**config.mk**
```make
export PLATFORM = sky130hd
export DESIGN_NAME = fcs_control_select
export DESIGN_NICKNAME = d
export VERILOG_FILES = /design/src/verilog/fcs_pkg.sv /design/src/verilog/fcs_control_select.sv
export VERILOG_INCLUDE_DIRS = /design/src /design/src/verilog
export SDC_FILE = /design/constraint.sdc
export NUM_CORES = 1
export LEC_CHECK = 0
export ABC_CLOCK_PERIOD_IN_PS = 10500
export BUFFER_PORTS_ARGS = -buffer_cell sky130_fd_sc_hd__clkbuf_2
export CORE_AREA = 5 5 282 284
export DETAILED_ROUTE_END_ITERATION = 6
export DIE_AREA = 0 0 287 289
export SYNTH_ARGS = -nofsm -noshare
export SYNTH_HDL_FRONTEND = slang
export SYNTH_SLANG_ARGS = --single-unit
```
**constraint.sdc**
```tcl
create_clock -name clk -period 10.5 [get_ports clk]
set_input_delay 0.525 -clock clk [delete_from_list [all_inputs] [get_ports clk]]
set_output_delay 0.525 -clock clk [all_outputs]
set_load 0.01 [all_outputs]
```
**src/verilog/fcs_consts.svh**
```systemverilog
`ifndef FCS_CONSTS_SVH
`define FCS_CONSTS_SVH
// Parameter indices on the documented parameter port.
`define FCS_IDX_SLAVE_ADDRESS   16'h0000
`define FCS_IDX_LINE_SPEED      16'h0001
`define FCS_IDX_PARITY          16'h0002
`define FCS_IDX_LOSS_TIMEOUT    16'h0003
`define FCS_IDX_LOSS_ACTION     16'h0004
`define FCS_IDX_PROTOCOL        16'h0005
`define FCS_IDX_CMD_CHANNEL     16'h0006
`define FCS_IDX_LOC_A_CMD       16'h0007
`define FCS_IDX_LOC_B_CMD       16'h0008
`define FCS_IDX_ROTATION        16'h0009
`define FCS_IDX_LOC_CHOICE      16'h000A
`define FCS_IDX_LOC_A_REF       16'h000B
`define FCS_IDX_LOC_B_REF       16'h000C
`define FCS_IDX_RUN_PERMIT      16'h000D
`define FCS_IDX_FAULT_CLEAR     16'h000E
`define FCS_IDX_STATUS          16'h000F
// Reset values.
`define FCS_RST_SLAVE_ADDRESS   16'h0001
`define FCS_RST_LINE_SPEED      16'h0060
`define FCS_RST_PARITY          16'h0000
`define FCS_RST_LOSS_TIMEOUT    16'h000A
`define FCS_RST_LOSS_ACTION     16'h0000
`define FCS_RST_PROTOCOL        16'h0000
`define FCS_RST_CMD_CHANNEL     16'h0001
`define FCS_RST_LOC_A_CMD       16'h000A
`define FCS_RST_LOC_B_CMD       16'h000A
`define FCS_RST_ROTATION        16'h0003
`define FCS_RST_LOC_CHOICE      16'h0008
`define FCS_RST_LOC_A_REF       16'h0008
`define FCS_RST_LOC_B_REF       16'h0008
`define FCS_RST_RUN_PERMIT      16'h0006
`define FCS_RST_FAULT_CLEAR     16'h0007
// Legal ranges and codes.
`define FCS_ADDR_MIN            16'h0001
`define FCS_ADDR_MAX            16'h00F7
`define FCS_SPEED_MIN           16'h0003
`define FCS_SPEED_MAX           16'h0060
`define FCS_TIMEOUT_MIN         16'h0001
`define FCS_TIMEOUT_MAX         16'h0258
`define FCS_SRC_FIELDBUS_CMD    16'h000A
`define FCS_SRC_FIELDBUS_SEL    16'h0008
`define FCS_SRC_FIELDBUS_RUN    16'h0006
`define FCS_SRC_FIELDBUS_FLT    16'h0007
`define FCS_REF_PLUS            16'h0009
`define FCS_REF_TIMES           16'h000A
`define FCS_CMD_MAX             16'h000A
`define FCS_FLT_MAX             16'h0007
// Control word bit positions.
`define FCS_CW_RUN_BIT          3
`define FCS_CW_FLT_BIT          7
`define FCS_CW_LOC_BIT          11
// Timeout unit is 0.1 s; 100 ms at 5 ns per cycle.
`define FCS_TICK_MS             100
`define FCS_CLK_PERIOD_NS       5
`define FCS_TICK_CYCLES         ((`FCS_TICK_MS * 1000000) / `FCS_CLK_PERIOD_NS)
`endif

```
**src/verilog/fcs_pkg.sv**
```systemverilog
package fcs_pkg;
    typedef enum logic [1:0] {
        FCS_PROTO_NONE,
        FCS_PROTO_OPTICAL,
        FCS_PROTO_STANDARD,
        FCS_PROTO_BOTH
    } fcs_proto_t;
    typedef enum logic [1:0] {
        FCS_LOSS_NOTHING,
        FCS_LOSS_FAULT,
        FCS_LOSS_PRESET_SEVEN,
        FCS_LOSS_LAST_SPEED
    } fcs_loss_t;
    typedef enum logic [1:0] {
        FCS_LINK_IDLE,
        FCS_LINK_ALIVE,
        FCS_LINK_LOST
    } fcs_link_state_t;
endpackage

```
**src/verilog/fcs_control_select.sv**
```systemverilog
`timescale 1ns/1ps
`include "fcs_consts.svh"
// Function
// - Answer only the station address 1 to 247; address 1 after reset.
// - Line speed and parity must match the master to exchange at all.
// - Line speed code is rate over 100, 3 to 96, default 96.
// - Parity code 0 none, 1 even, 2 odd; default none.
// - Declare link loss after 0.1 to 60.0 s silence; default 1.0 s.
// - Loss reaction 0 nothing, 1 fault, 2 preset seven, 3 last speed.
// - Protocol 0 none, 1 optical, 2 standard, 3 both; default 0.
// - Accept fieldbus commands only in remote and with fieldbus as source.
// - Commands come from serial channel only with command channel choice 1.
// - Location A source 10 gives control word except bit 11 to A.
// - Location B source 10 gives control word except bit 11 to B.
// - Rotation 1 forward, 2 reverse, 3 from selected command source.
// - Location choice source 8 lets control word bit 11 pick location.
// - Location A reference 8 fieldbus ref 1, 9 plus analog, 10 times analog.
// - Location B reference 8 fieldbus ref 2, 9 plus analog, 10 times analog.
// - Run permit source 6 follows control word bit 3; 0 permits always.
// - Fault clear source 7 uses control word bit 7; 0 keypad only.
// - Activation with defaults runs 9600 bps, 8 data, no parity, two stops, station 1.
// - Line settings change only when the protocol selection is written again.
// - Out of reset the channel is inactive until a protocol is selected.
module fcs_control_select (
    input  wire logic        clk,
    input  wire logic        rst_n,
    input  wire logic        par_wr,
    input  wire logic [15:0] par_idx,
    input  wire logic [15:0] par_wdata,
    output logic      [15:0] par_rdata,
    output logic             par_err,
    input  wire logic        frame_valid,
    input  wire logic [7:0]  frame_addr,
    input  wire logic [15:0] control_word,
    input  wire logic [15:0] fieldbus_ref1,
    input  wire logic [15:0] fieldbus_ref2,
    input  wire logic [15:0] analog_input_one,
    input  wire logic        remote_mode,
    input  wire logic        keypad_fault_clear,
    output logic             link_active,
    output logic [15:0]      active_line_speed,
    output logic [1:0]       active_parity,
    output logic [7:0]       active_address,
    output logic             frame_accept,
    output logic             link_lost,
    output logic             loss_fault,
    output logic             loss_preset_seven,
    output logic             loss_hold_speed,
    output logic             loc_b_selected,
    output logic [15:0]      loc_commands,
    output logic             loc_commands_valid,
    output logic             dir_reverse,
    output logic [31:0]      speed_reference,
    output logic             ref_valid,
    output logic             run_permit,
    output logic             fault_clear
);
    // Settings registers.
    logic [15:0] slave_address_q;
    logic [15:0] line_speed_code_q;
    logic [15:0] parity_select_q;
    logic [15:0] link_loss_timeout_q;
    logic [15:0] link_loss_action_q;
    logic [15:0] protocol_choice_q;
    logic [15:0] command_channel_choice_q;
    logic [15:0] loc_a_command_source_q;
    logic [15:0] loc_b_command_source_q;
    logic [15:0] rotation_sense_select_q;
    logic [15:0] location_choice_source_q;
    logic [15:0] loc_a_reference_source_q;
    logic [15:0] loc_b_reference_source_q;
    logic [15:0] run_permit_source_q;
    logic [15:0] fault_clear_source_q;
    logic        ok_d;
    logic        stat_write;
    logic [31:0] tick_cnt_q;
    logic [15:0] tenth_cnt_q;
    fcs_pkg::fcs_link_state_t link_state_q;

    // Range check for the addressed parameter; refused writes change nothing.
    always_comb begin
        ok_d = 1'b1;
        case (par_idx)
            `FCS_IDX_SLAVE_ADDRESS: ok_d = (par_wdata >= `FCS_ADDR_MIN) &&
                                           (par_wdata <= `FCS_ADDR_MAX);
            `FCS_IDX_LINE_SPEED:    ok_d = (par_wdata >= `FCS_SPEED_MIN) &&
                                           (par_wdata <= `FCS_SPEED_MAX);
            `FCS_IDX_PARITY:        ok_d = (par_wdata <= 16'h0002);
            `FCS_IDX_LOSS_TIMEOUT:  ok_d = (par_wdata >= `FCS_TIMEOUT_MIN) &&
                                           (par_wdata <= `FCS_TIMEOUT_MAX);
            `FCS_IDX_LOSS_ACTION:   ok_d = (par_wdata <= 16'h0003);
            `FCS_IDX_PROTOCOL:      ok_d = (par_wdata <= 16'h0003);
            `FCS_IDX_CMD_CHANNEL:   ok_d = (par_wdata <= 16'h0002);
            `FCS_IDX_LOC_A_CMD,
            `FCS_IDX_LOC_B_CMD:     ok_d = (par_wdata <= `FCS_CMD_MAX);
            `FCS_IDX_ROTATION:      ok_d = (par_wdata >= 16'h0001) &&
                                           (par_wdata <= 16'h0003);
            `FCS_IDX_LOC_CHOICE:    ok_d = (par_wdata >= 16'h0001) &&
                                           (par_wdata <= `FCS_SRC_FIELDBUS_SEL);
            `FCS_IDX_LOC_A_REF,
            `FCS_IDX_LOC_B_REF:     ok_d = (par_wdata <= `FCS_REF_TIMES);
            `FCS_IDX_RUN_PERMIT:    ok_d = (par_wdata <= `FCS_SRC_FIELDBUS_RUN);
            `FCS_IDX_FAULT_CLEAR:   ok_d = (par_wdata <= `FCS_FLT_MAX);
            default:                ok_d = 1'b0;
        endcase
    end

    assign stat_write = par_wr && ok_d;

    // Parameter store; each write lands only if in range.
    always_ff @(posedge clk or negedge rst_n) begin
        if (!rst_n) begin
            slave_address_q          <= `FCS_RST_SLAVE_ADDRESS;
            line_speed_code_q        <= `FCS_RST_LINE_SPEED;
            parity_select_q          <= `FCS_RST_PARITY;
            link_loss_timeout_q      <= `FCS_RST_LOSS_TIMEOUT;
            link_loss_action_q       <= `FCS_RST_LOSS_ACTION;
            protocol_choice_q        <= `FCS_RST_PROTOCOL;
            command_channel_choice_q <= `FCS_RST_CMD_CHANNEL;
            loc_a_command_source_q   <= `FCS_RST_LOC_A_CMD;
            loc_b_command_source_q   <= `FCS_RST_LOC_B_CMD;
            rotation_sense_select_q  <= `FCS_RST_ROTATION;
            location_choice_source_q <= `FCS_RST_LOC_CHOICE;
            loc_a_reference_source_q <= `FCS_RST_LOC_A_REF;
            loc_b_reference_source_q <= `FCS_RST_LOC_B_REF;
            run_permit_source_q      <= `FCS_RST_RUN_PERMIT;
            fault_clear_source_q     <= `FCS_RST_FAULT_CLEAR;
        end else if (stat_write) begin
            case (par_idx)
                `FCS_IDX_SLAVE_ADDRESS: slave_address_q          <= par_wdata;
                `FCS_IDX_LINE_SPEED:    line_speed_code_q        <= par_wdata;
                `FCS_IDX_PARITY:        parity_select_q          <= par_wdata;
                `FCS_IDX_LOSS_TIMEOUT:  link_loss_timeout_q      <= par_wdata;
                `FCS_IDX_LOSS_ACTION:   link_loss_action_q       <= par_wdata;
                `FCS_IDX_PROTOCOL:      protocol_choice_q        <= par_wdata;
                `FCS_IDX_CMD_CHANNEL:   command_channel_choice_q <= par_wdata;
                `FCS_IDX_LOC_A_CMD:     loc_a_command_source_q   <= par_wdata;
                `FCS_IDX_LOC_B_CMD:     loc_b_command_source_q   <= par_wdata;
                `FCS_IDX_ROTATION:      rotation_sense_select_q  <= par_wdata;
                `FCS_IDX_LOC_CHOICE:    location_choice_source_q <= par_wdata;
                `FCS_IDX_LOC_A_REF:     loc_a_reference_source_q <= par_wdata;
                `FCS_IDX_LOC_B_REF:     loc_b_reference_source_q <= par_wdata;
                `FCS_IDX_RUN_PERMIT:    run_permit_source_q      <= par_wdata;
                `FCS_IDX_FAULT_CLEAR:   fault_clear_source_q     <= par_wdata;
                default: ;
            endcase
        end
    end

    // Readback and write refusal flag, answered one cycle after the request.
    always_ff @(posedge clk or negedge rst_n) begin
        if (!rst_n) begin
            par_rdata <= 16'h0000;
            par_err   <= 1'b0;
        end else begin
            par_err <= par_wr && !ok_d;
            case (par_idx)
                `FCS_IDX_SLAVE_ADDRESS: par_rdata <= slave_address_q;
                `FCS_IDX_LINE_SPEED:    par_rdata <= line_speed_code_q;
                `FCS_IDX_PARITY:        par_rdata <= parity_select_q;
                `FCS_IDX_LOSS_TIMEOUT:  par_rdata <= link_loss_timeout_q;
                `FCS_IDX_LOSS_ACTION:   par_rdata <= link_loss_action_q;
                `FCS_IDX_PROTOCOL:      par_rdata <= protocol_choice_q;
                `FCS_IDX_CMD_CHANNEL:   par_rdata <= command_channel_choice_q;
                `FCS_IDX_LOC_A_CMD:     par_rdata <= loc_a_command_source_q;
                `FCS_IDX_LOC_B_CMD:     par_rdata <= loc_b_command_source_q;
                `FCS_IDX_ROTATION:      par_rdata <= rotation_sense_select_q;
                `FCS_IDX_LOC_CHOICE:    par_rdata <= location_choice_source_q;
                `FCS_IDX_LOC_A_REF:     par_rdata <= loc_a_reference_source_q;
                `FCS_IDX_LOC_B_REF:     par_rdata <= loc_b_reference_source_q;
                `FCS_IDX_RUN_PERMIT:    par_rdata <= run_permit_source_q;
                `FCS_IDX_FAULT_CLEAR:   par_rdata <= fault_clear_source_q;
                `FCS_IDX_STATUS:        par_rdata <= {13'h0000, link_lost, link_active,
                                                      loc_b_selected};
                default:                par_rdata <= 16'h0000;
            endcase
        end
    end

    // Line settings are copied to the active set only when the protocol is
    // written again, so a half-finished reconfiguration never disturbs the line.
    always_ff @(posedge clk or negedge rst_n) begin
        if (!rst_n) begin
            link_active       <= 1'b0;
            active_line_speed <= `FCS_RST_LINE_SPEED;
            active_parity     <= 2'h0;
            active_address    <= 8'h01;
        end else if (stat_write && par_idx == `FCS_IDX_PROTOCOL) begin
            link_active       <= (par_wdata != 16'h0000);
            active_line_speed <= line_speed_code_q;
            active_parity     <= parity_select_q[1:0];
            active_address    <= slave_address_q[7:0];
        end
    end

    // Frame acceptance: only frames to our own station while the link is up.
    always_ff @(posedge clk or negedge rst_n) begin
        if (!rst_n) begin
            frame_accept <= 1'b0;
        end else begin
            frame_accept <= link_active && frame_valid && (frame_addr == active_address);
        end
    end

    // Silence timer in tenths of a second; restarts on each accepted frame.
    always_ff @(posedge clk or negedge rst_n) begin
        if (!rst_n) begin
            tick_cnt_q   <= 32'h0000_0000;
            tenth_cnt_q  <= 16'h0000;
            link_state_q <= fcs_pkg::FCS_LINK_IDLE;
        end else if (!link_active) begin
            tick_cnt_q   <= 32'h0000_0000;
            tenth_cnt_q  <= 16'h0000;
            link_state_q <= fcs_pkg::FCS_LINK_IDLE;
        end else if (frame_accept) begin
            tick_cnt_q   <= 32'h0000_0000;
            tenth_cnt_q  <= 16'h0000;
            link_state_q <= fcs_pkg::FCS_LINK_ALIVE;
        end else begin
            case (link_state_q)
                fcs_pkg::FCS_LINK_IDLE,
                fcs_pkg::FCS_LINK_ALIVE: begin
                    if (tick_cnt_q == 32'(`FCS_TICK_CYCLES - 1)) begin
                        tick_cnt_q  <= 32'h0000_0000;
                        tenth_cnt_q <= tenth_cnt_q + 16'h0001;
                        if (tenth_cnt_q + 16'h0001 >= link_loss_timeout_q) begin
                            link_state_q <= fcs_pkg::FCS_LINK_LOST;
                        end
                    end else begin
                        tick_cnt_q <= tick_cnt_q + 32'h0000_0001;
                    end
                end
                fcs_pkg::FCS_LINK_LOST: ;
                default: link_state_q <= fcs_pkg::FCS_LINK_IDLE;
            endcase
        end
    end

    // Loss reaction outputs follow the chosen action while the link is lost.
    always_ff @(posedge clk or negedge rst_n) begin
        if (!rst_n) begin
            link_lost         <= 1'b0;
            loss_fault        <= 1'b0;
            loss_preset_seven <= 1'b0;
            loss_hold_speed   <= 1'b0;
        end else begin
            link_lost         <= (link_state_q == fcs_pkg::FCS_LINK_LOST);
            loss_fault        <= (link_state_q == fcs_pkg::FCS_LINK_LOST) &&
                (link_loss_action_q[1:0] == fcs_pkg::FCS_LOSS_FAULT);
            loss_preset_seven <= (link_state_q == fcs_pkg::FCS_LINK_LOST) &&
                (link_loss_action_q[1:0] == fcs_pkg::FCS_LOSS_PRESET_SEVEN);
            loss_hold_speed   <= (link_state_q == fcs_pkg::FCS_LINK_LOST) &&
                (link_loss_action_q[1:0] == fcs_pkg::FCS_LOSS_LAST_SPEED);
        end
    end

    // Fieldbus gate: remote mode, standard protocol on, and serial channel chosen.
    logic fb_ok;
    logic sel_b;
    logic cmd_from_fb;
    logic [15:0] ref_src;
    logic [15:0] fb_ref;
    assign fb_ok = remote_mode && link_active && protocol_choice_q[1] &&
                   (command_channel_choice_q == 16'h0001);
    assign sel_b = (location_choice_source_q == `FCS_SRC_FIELDBUS_SEL) ?
                   control_word[`FCS_CW_LOC_BIT] : loc_b_selected;
    assign cmd_from_fb = sel_b ? (loc_b_command_source_q == `FCS_SRC_FIELDBUS_CMD)
                               : (loc_a_command_source_q == `FCS_SRC_FIELDBUS_CMD);
    assign ref_src = sel_b ? loc_b_reference_source_q : loc_a_reference_source_q;
    assign fb_ref  = sel_b ? fieldbus_ref2 : fieldbus_ref1;

    // Location choice holds when only fieldbus may change it and fieldbus is off.
    always_ff @(posedge clk or negedge rst_n) begin
        if (!rst_n) begin
            loc_b_selected <= 1'b0;
        end else if (fb_ok && location_choice_source_q == `FCS_SRC_FIELDBUS_SEL) begin
            loc_b_selected <= control_word[`FCS_CW_LOC_BIT];
        end
    end

    // Command routing and direction.
    always_ff @(posedge clk or negedge rst_n) begin
        if (!rst_n) begin
            loc_commands       <= 16'h0000;
            loc_commands_valid <= 1'b0;
            dir_reverse        <= 1'b0;
        end else begin
            loc_commands_valid <= fb_ok && cmd_from_fb;
            if (fb_ok && cmd_from_fb) begin
                loc_commands <= control_word & ~(16'h0001 << `FCS_CW_LOC_BIT);
            end
            case (rotation_sense_select_q)
                16'h0001: dir_reverse <= 1'b0;
                16'h0002: dir_reverse <= 1'b1;
                default: begin
                    if (fb_ok && cmd_from_fb) begin
                        dir_reverse <= control_word[0] == 1'b0 ? dir_reverse
                                                               : control_word[1];
                    end
                end
            endcase
        end
    end

    // Reference forming; product keeps full width to avoid overflow.
    always_ff @(posedge clk or negedge rst_n) begin
        if (!rst_n) begin
            speed_reference <= 32'h0000_0000;
            ref_valid       <= 1'b0;
        end else begin
            ref_valid <= fb_ok && (ref_src >= `FCS_SRC_FIELDBUS_SEL);
            if (fb_ok) begin
                case (ref_src)
                    `FCS_SRC_FIELDBUS_SEL: speed_reference <= {16'h0000, fb_ref};
                    `FCS_REF_PLUS:  speed_reference <= 32'(fb_ref) + 32'(analog_input_one);
                    `FCS_REF_TIMES: speed_reference <= fb_ref * analog_input_one;
                    default: ;
                endcase
            end
        end
    end

    // Run permit and fault clear.
    always_ff @(posedge clk or negedge rst_n) begin
        if (!rst_n) begin
            run_permit  <= 1'b0;
            fault_clear <= 1'b0;
        end else begin
            if (run_permit_source_q == 16'h0000) begin
                run_permit <= 1'b1;
            end else if (run_permit_source_q == `FCS_SRC_FIELDBUS_RUN) begin
                run_permit <= fb_ok && control_word[`FCS_CW_RUN_BIT];
            end else begin
                run_permit <= 1'b0;
            end
            fault_clear <= keypad_fault_clear ||
                ((fault_clear_source_q == `FCS_SRC_FIELDBUS_FLT) && fb_ok &&
                 control_word[`FCS_CW_FLT_BIT]);
        end
    end
endmodule // fcs_control_select

```
# Word-level counts from Yosys, hierarchy flattened
# Index checks and enable logic that the tools add are counted.
dict set report op_classes {
  order_cmp 13
  div_mod_pow 0
  mul 1
  shift 0
  bitwise 0
  n_eq_ne 38
  muxes 25
  n_reduce_logical 54
  n_addsub 3
}
# operator count
set ops {}
lappend ops {{case mux 16 bit (16 select lines)} 1}
lappend ops {{== test 16 x 4 -> 1 bit, second input constant} 14}
lappend ops {{2-to-1 mux 32 bit} 4}
lappend ops {{== test 16 x 3 -> 1 bit, second input constant} 6}
lappend ops {{2-to-1 mux 16 bit} 6}
lappend ops {{case mux 32 bit (3 select lines)} 1}
lappend ops {{== test 16 x 1 -> 1 bit, second input constant} 3}
lappend ops {{== test 16 x 2 -> 1 bit, second input constant} 3}
lappend ops {{AND reduction 2 bit} 18}
lappend ops {{adder 32 x 1 -> 32 bit, second input constant} 1}
lappend ops {{== test 32 x 25 -> 1 bit, second input constant} 1}
lappend ops {{<= comparator 16 x 2 -> 1 bit, second input constant} 2}
lappend ops {{<= comparator 16 x 3 -> 1 bit, second input constant} 2}
lappend ops {{<= comparator 16 x 4 -> 1 bit, second input constant} 2}
lappend ops {{logical NOT 16 bit} 2}
lappend ops {{multiplier 16 x 16 -> 32 bit} 1}
lappend ops {{logical AND 1 bit} 22}
lappend ops {{adder 16 x 16 -> 17 bit} 1}
lappend ops {{adder 16 x 1 -> 16 bit, second input constant} 1}
lappend ops {{>= comparator 16 x 1 -> 1 bit, second input constant} 1}
lappend ops {{>= comparator 16 bit} 1}
lappend ops {{>= comparator 16 x 2 -> 1 bit, second input constant} 1}
lappend ops {{>= comparator 16 x 4 -> 1 bit, second input constant} 1}
lappend ops {{<= comparator 16 x 10 -> 1 bit, second input constant} 1}
lappend ops {{21 further kinds} 38}
dict set report totals {
  latch_bits 0
  in_bits 110
  rom_bits 0
  n_memories 0
  wordCells 171
  output_inout_bits 103
  ff_bits 392
  mem_bits_rw 0
}

# Depth between registers and ports, before layout
dict set report depth {
  depth_word 7
  ltp_mapped 30
  ltp_nobuf 28
}

# Worst setup path after synthesis
# OpenSTA, ideal clock, no wires.
dict set report synth_path {
  path_type {register -> register}
  start {register location_choice_source_q[3]}
  end {register speed_reference[25]}
  period_less_slack_ps 7926
  t_required_ps 10436
  setup_time_ps 64
  path_slack_ps 2574
  n_path_buf 2
  stages_incl_launch_ff 28
  t_arrival_ps 7862
  cell_sequence {dfstp_2 -> nor4b_1 -> nand4_1 -> mux2i_2 -> clkbuf_1 -> mux2_2 -> clkbuf_1 -> ha_1 -> fa_1 -> inv_1 -> fa_1 -> fa_1 -> inv_1 -> fa_1 -> fa_1 -> inv_1 -> fa_1 -> inv_1 -> ha_1 -> o21ai_0 -> o21bai_1 -> o21ai_0 -> o31a_1 -> or3b_2 -> a21oi_1 -> o21ai_0 -> a211oi_1 -> a21o_1}
}
dict set report synth_via {
  elab_chain_len 6
  word_cells_on_any_way 11
  classes_between {mul (1); eq/ne (4); mux (4); reduce/logical (2)}
}
# element line_no
set synth_lines {}
lappend synth_lines {{from (decl)} fcs_control_select.sv:69} ;# logic [15:0] location_choice_source_q;
lappend synth_lines {{from (signal assigned)} fcs_control_select.sv:123} ;# location_choice_source_q <= `FCS_RST_LOC_CHOICE;
lappend synth_lines {{from (signal assigned)} fcs_control_select.sv:140} ;# `FCS_IDX_LOC_CHOICE: location_choice_source_q <= par_wdata;
lappend synth_lines {{== test 16 x 4 -> 1 bit (no line) (*)} --}
lappend synth_lines {{2-to-1 mux 1 bit (*)} fcs_control_select.sv:265} ;# assign sel_b = (location_choice_source_q == `FCS_SRC_FIELDBUS_SEL) ?
lappend synth_lines {{branches (longest 4 deep; another with multiplier 16 x 16 -> 32 bit)} --}
lappend synth_lines {{to (signal assigned)} fcs_control_select.sv:314} ;# `FCS_SRC_FIELDBUS_SEL: speed_reference <= {16'h0000, fb_ref};
lappend synth_lines {{to (signal assigned)} fcs_control_select.sv:315} ;# `FCS_REF_PLUS: speed_reference <= 32'(fb_ref) + 32'(analog_input_one);
lappend synth_lines {{to (signal assigned)} fcs_control_select.sv:316} ;# `FCS_REF_TIMES: speed_reference <= fb_ref * analog_input_one;
lappend synth_lines {{to (decl)} fcs_control_select.sv:53} ;# output logic [31:0] speed_reference,
# Every way passes the cells marked *.
# A chain may end at the register's enable or synchronous reset.

# Worst setup path in the final report
dict set report layout_path {
  start {register location_choice_source_q[3]}
  end {register speed_reference[31]}
}
# The elaborated chain is that of the path after synthesis.

==> impl_metrics.csv <==
group,metric,value,unit
setup_path,path_depth,26,
setup_path,critical_path_peak_fanout,21,
grt,grtUsageTotal,19.5,%
synthesis,synthArstFlopShare,100,%
synthesis,ys_seq_area_share,37.0,%
grt,grt_remaining_overflow,0,
synthesis,synth_flop_cell,"dfrtp_1",
hold_path,worstHoldPathType,"in -> async",
clock_network,cts_made_buffers,46,
finish,syn2layout_area_growth,14.2,%
synthesis,syn_area,26600,µm²
synthesis,muxShareOfSynthArea,5.37,%
synthesis,synth-adder-area-share,21.2,%
die,die_w,287,µm
place,io_buffers,211,
finish,finalInstanceArea,30300,µm²
setup_path,timing.critical_path.buf_inv,5,
die,initial_core_util,34.6,%
power_and_ir_drop,p_leak,0.0150,µW
place,dp_hpwl,60700,µm
drt,routedWlPerCell,20.9,µm
timing,setup_tns,0,ns
power_and_ir_drop,irDropWorstVdd,0.307,mV
timing,skew,0.0390,ns
synthesis,synth_top_area_share,34.8,%
die,coreArea,76800,µm²
synthesis,ys_ff_latch,392,
synthesis,synth_area_leaders,"dfrtp_1 (35%), fa_1 (15%), ha_1 (6.5%)",
setup_path,cp_common_cell,"fa_1",
setup_path,cp.required,10.93,ns
clock_network,numClockSinks,392,
grt,grt_max_degree,119,
synthesis,synth_nets,3061,
synthesis,synth.largest_area_cell,"dfrtp_1",
clock_network,cts.repair.resized,0,
timing,final-setup-viol-count,0,
synthesis,synth_compound_area_share,9.74,%
flow_run,drv_cap,0,
die,die_h,289,µm
timing,relSlewSlack,21.7,%
timing,period_needed,9.26,ns
drt,via_per_inst,5.24,
timing,period_share,88.2,%
power_and_ir_drop,p_per_area,221,nW/µm²
setup_path,endpoint_kind,"flop",
finish,nets,3246,
clock_network,cts_tree,"built",
setup_path,startpoint,"location_choice_source_q[3]$_DFFE_PN1P_",
run_status,violations,"negative hold slack",
timing,tightest_slew,1.17,ns
finish,fillers,7684,
drt,ant_nets,0,
drt,wl,81100,µm
synthesis,synth-simple-area-share,18.6,%
synthesis,synth_top_family_by_area,"adder cells",
setup_path,critPathKind,"reg -> reg",
clock_network,cts_max_level,2,
grt,grt_pass1_vias,20205,
synthesis,synth_edf_count,0,
synthesis,syn-instance-count,2618,
setup_path,slowest_delay,0.86,ns
clock_network,path_clk_slew,0.07,ns
synthesis,yosys_warnings,0,
grt,grt_pass1_wl,125000,µm
power_and_ir_drop,finalPower,6710,µW
clock_network,cts_setup_buffers,0,
grt,antenna_found_initial,1,
synthesis,yosysMostFrequentCell,"dfrtp_1",
die,pin_count,213,
clock_network,clk_path_buf_depth,3,
setup_path,start_kind,"flop",
drt,vias,20307,
timing,max_freq,108,MHz
clock_network,ctsHoldBuffers,0,
die,floorplan.rows,102,
setup_path,crit_path_top_delay_cell,"mux2i_4",
synthesis,synth_cell_types,80,
timing,hold_viol,1,
timing,rsz0062_at_grt,"false",
clock_network,clock_latency,0.59,ns
clock_network,root_buffer,"clkbuf_16",
synthesis,synthTopCellsByCount,"dfrtp_1 (369), inv_1 (279), nand2_1 (277)",
drt,drc,0,
die,die-area,82900,µm²
setup_path,r2r-start,"location_choice_source_q[3]$_DFFE_PN1P_",
synthesis,synthXorXnorAreaFrac,2.47,%
timing,holdWs,-0.00224,ns
setup_path,cp_data_arrival_time,9.68,ns
timing,finalMaxSlewViolations,0,
setup_path,crit_family,"adder cells",
place,postPlaceCellArea,28800,µm²
synthesis,syn_avg_cell_area,10.1,µm²
finish,top_regs,"speed_reference x32, tick_cnt_q x32",
finish,drive_gt1_share,16.1,%
drt,drt-initial-drc-count,1537,
finish,diodes,0,
run_status,run_status,"finished, violations left",
setup_path,reg2regPathDepth,26,
drt,dr.pass1.iters,5,
place,finalWeightedCongestion,0.887,
==> worst paths after layout <==
kind	to	slack, ns
min	loc_commands[2]$_DFFE_PN0P_	-0.002
max in group asynchronous	speed_reference[21]$_DFFE_PN0P_	8.50
min in group clk	loc_commands[12]$_DFFE_PN0P_	0.16
min reg2reg	speed_reference[21]$_DFFE_PN0P_	0.48
max	speed_reference[31]$_DFFE_PN0P_	1.24
max reg2reg	speed_reference[31]$_DFFE_PN0P_	1.24
==> placed cells by master (no fill, tap or decap), types with 9 or more instances in the layout <==
cell       netlist  routed
nor2_1         115     113
inv_1          279     279
a222oi_1        26      26
ha_1           138     138
a22o_1          13      13
mux2_2          81      81
dfrtp_1        369     369
mux2i_1         14      14
xnor2_1         42      42
a221oi_1        22      22
xor2_1          33      33
mux2_1          32      32
nand2b_1        12      12
a22oi_1         61      61
a21o_1          15      15
clkbuf_8         0      13
nor2b_1        162     162
nand3_1         39      39
fa_1           195     195
a31oi_1         11      11
a21oi_1         53      53
dfstp_2         23      23
and2_1         137     137
and3_1          23      23
clkbuf_2         0     210
clkbuf_1        86      11
nor4_1          34      34
nand2_1        277     277
o21ai_0        110     110
and4_1           9       9
nor3_1          31      27
clkbuf_16        0      46
buf_4            3      30
nand4_1         32      32
==> report_power, final <==
group / leakage [µW] / internal (µW) / switching (µW)
Clock: 0.000731 / 953 / 665
Sequential: 0.00532 / 1520 / 10.4
Combinational: 0.00891 / 1420 / 2140
Total: 0.0150 / 3900 / 2810
==> cells by family (layout without fill, tap and decap cells) <==
| kind of cell | count (synthesis) | count (layout) |
|---|---|---|
| other | 1 | 1 |
| buffers and inverters | 383 | 603 |
| AND/OR/NAND/NOR | 928 | 928 |
| flip-flops | 392 | 392 |
| XOR/XNOR | 75 | 75 |
| multiplexers | 128 | 128 |
| adder cells (fa/ha/maj) | 333 | 333 |
| AO/OA/AOI/OAI | 378 | 378 |
==> metal layers <==
metal / track usage [%] / wire [µm]
met5: 0 / 13
met4: 4.67 / 2020
met3: 3.20 / 5890
met2: 30.8 / 36800
met1: 28.1 / 36400
==> cell type report <==
class / instances / area, µm² / share of cell area (%)
inverter: 279 / 1050 / 3.45
timing repair buffer: 241 / 1290 / 4.26
multi-input combinational: 1843 / 15300 / 50.5
clock inverter: 13 / 163 / 0.536
tap: 1040 / 1300 / 4.29
clock buffer: 70 / 1370 / 4.52
sequential: 392 / 9840 / 32.4
==> stage by stage <==
| step | util (%) | hold slack, ns | setup slack, ns | std cells |
|---|---|---|---|---|
| after global placement | 37.5 | 0.465 | 1.60 | 3795 |
| after CTS | 39.5 | 0.0272 | 1.29 | 3878 |
| after global routing | 39.5 | 0.0829 | 0.873 | 3878 |
| final | 39.5 | -0.00224 | 1.24 | 3878 |
| after floorplan | - | 0.229 | 2.57 | 2618 |
| after detailed placement | 37.5 | 0.475 | 1.35 | 3795 |
(Power assumes the default switching activity.)
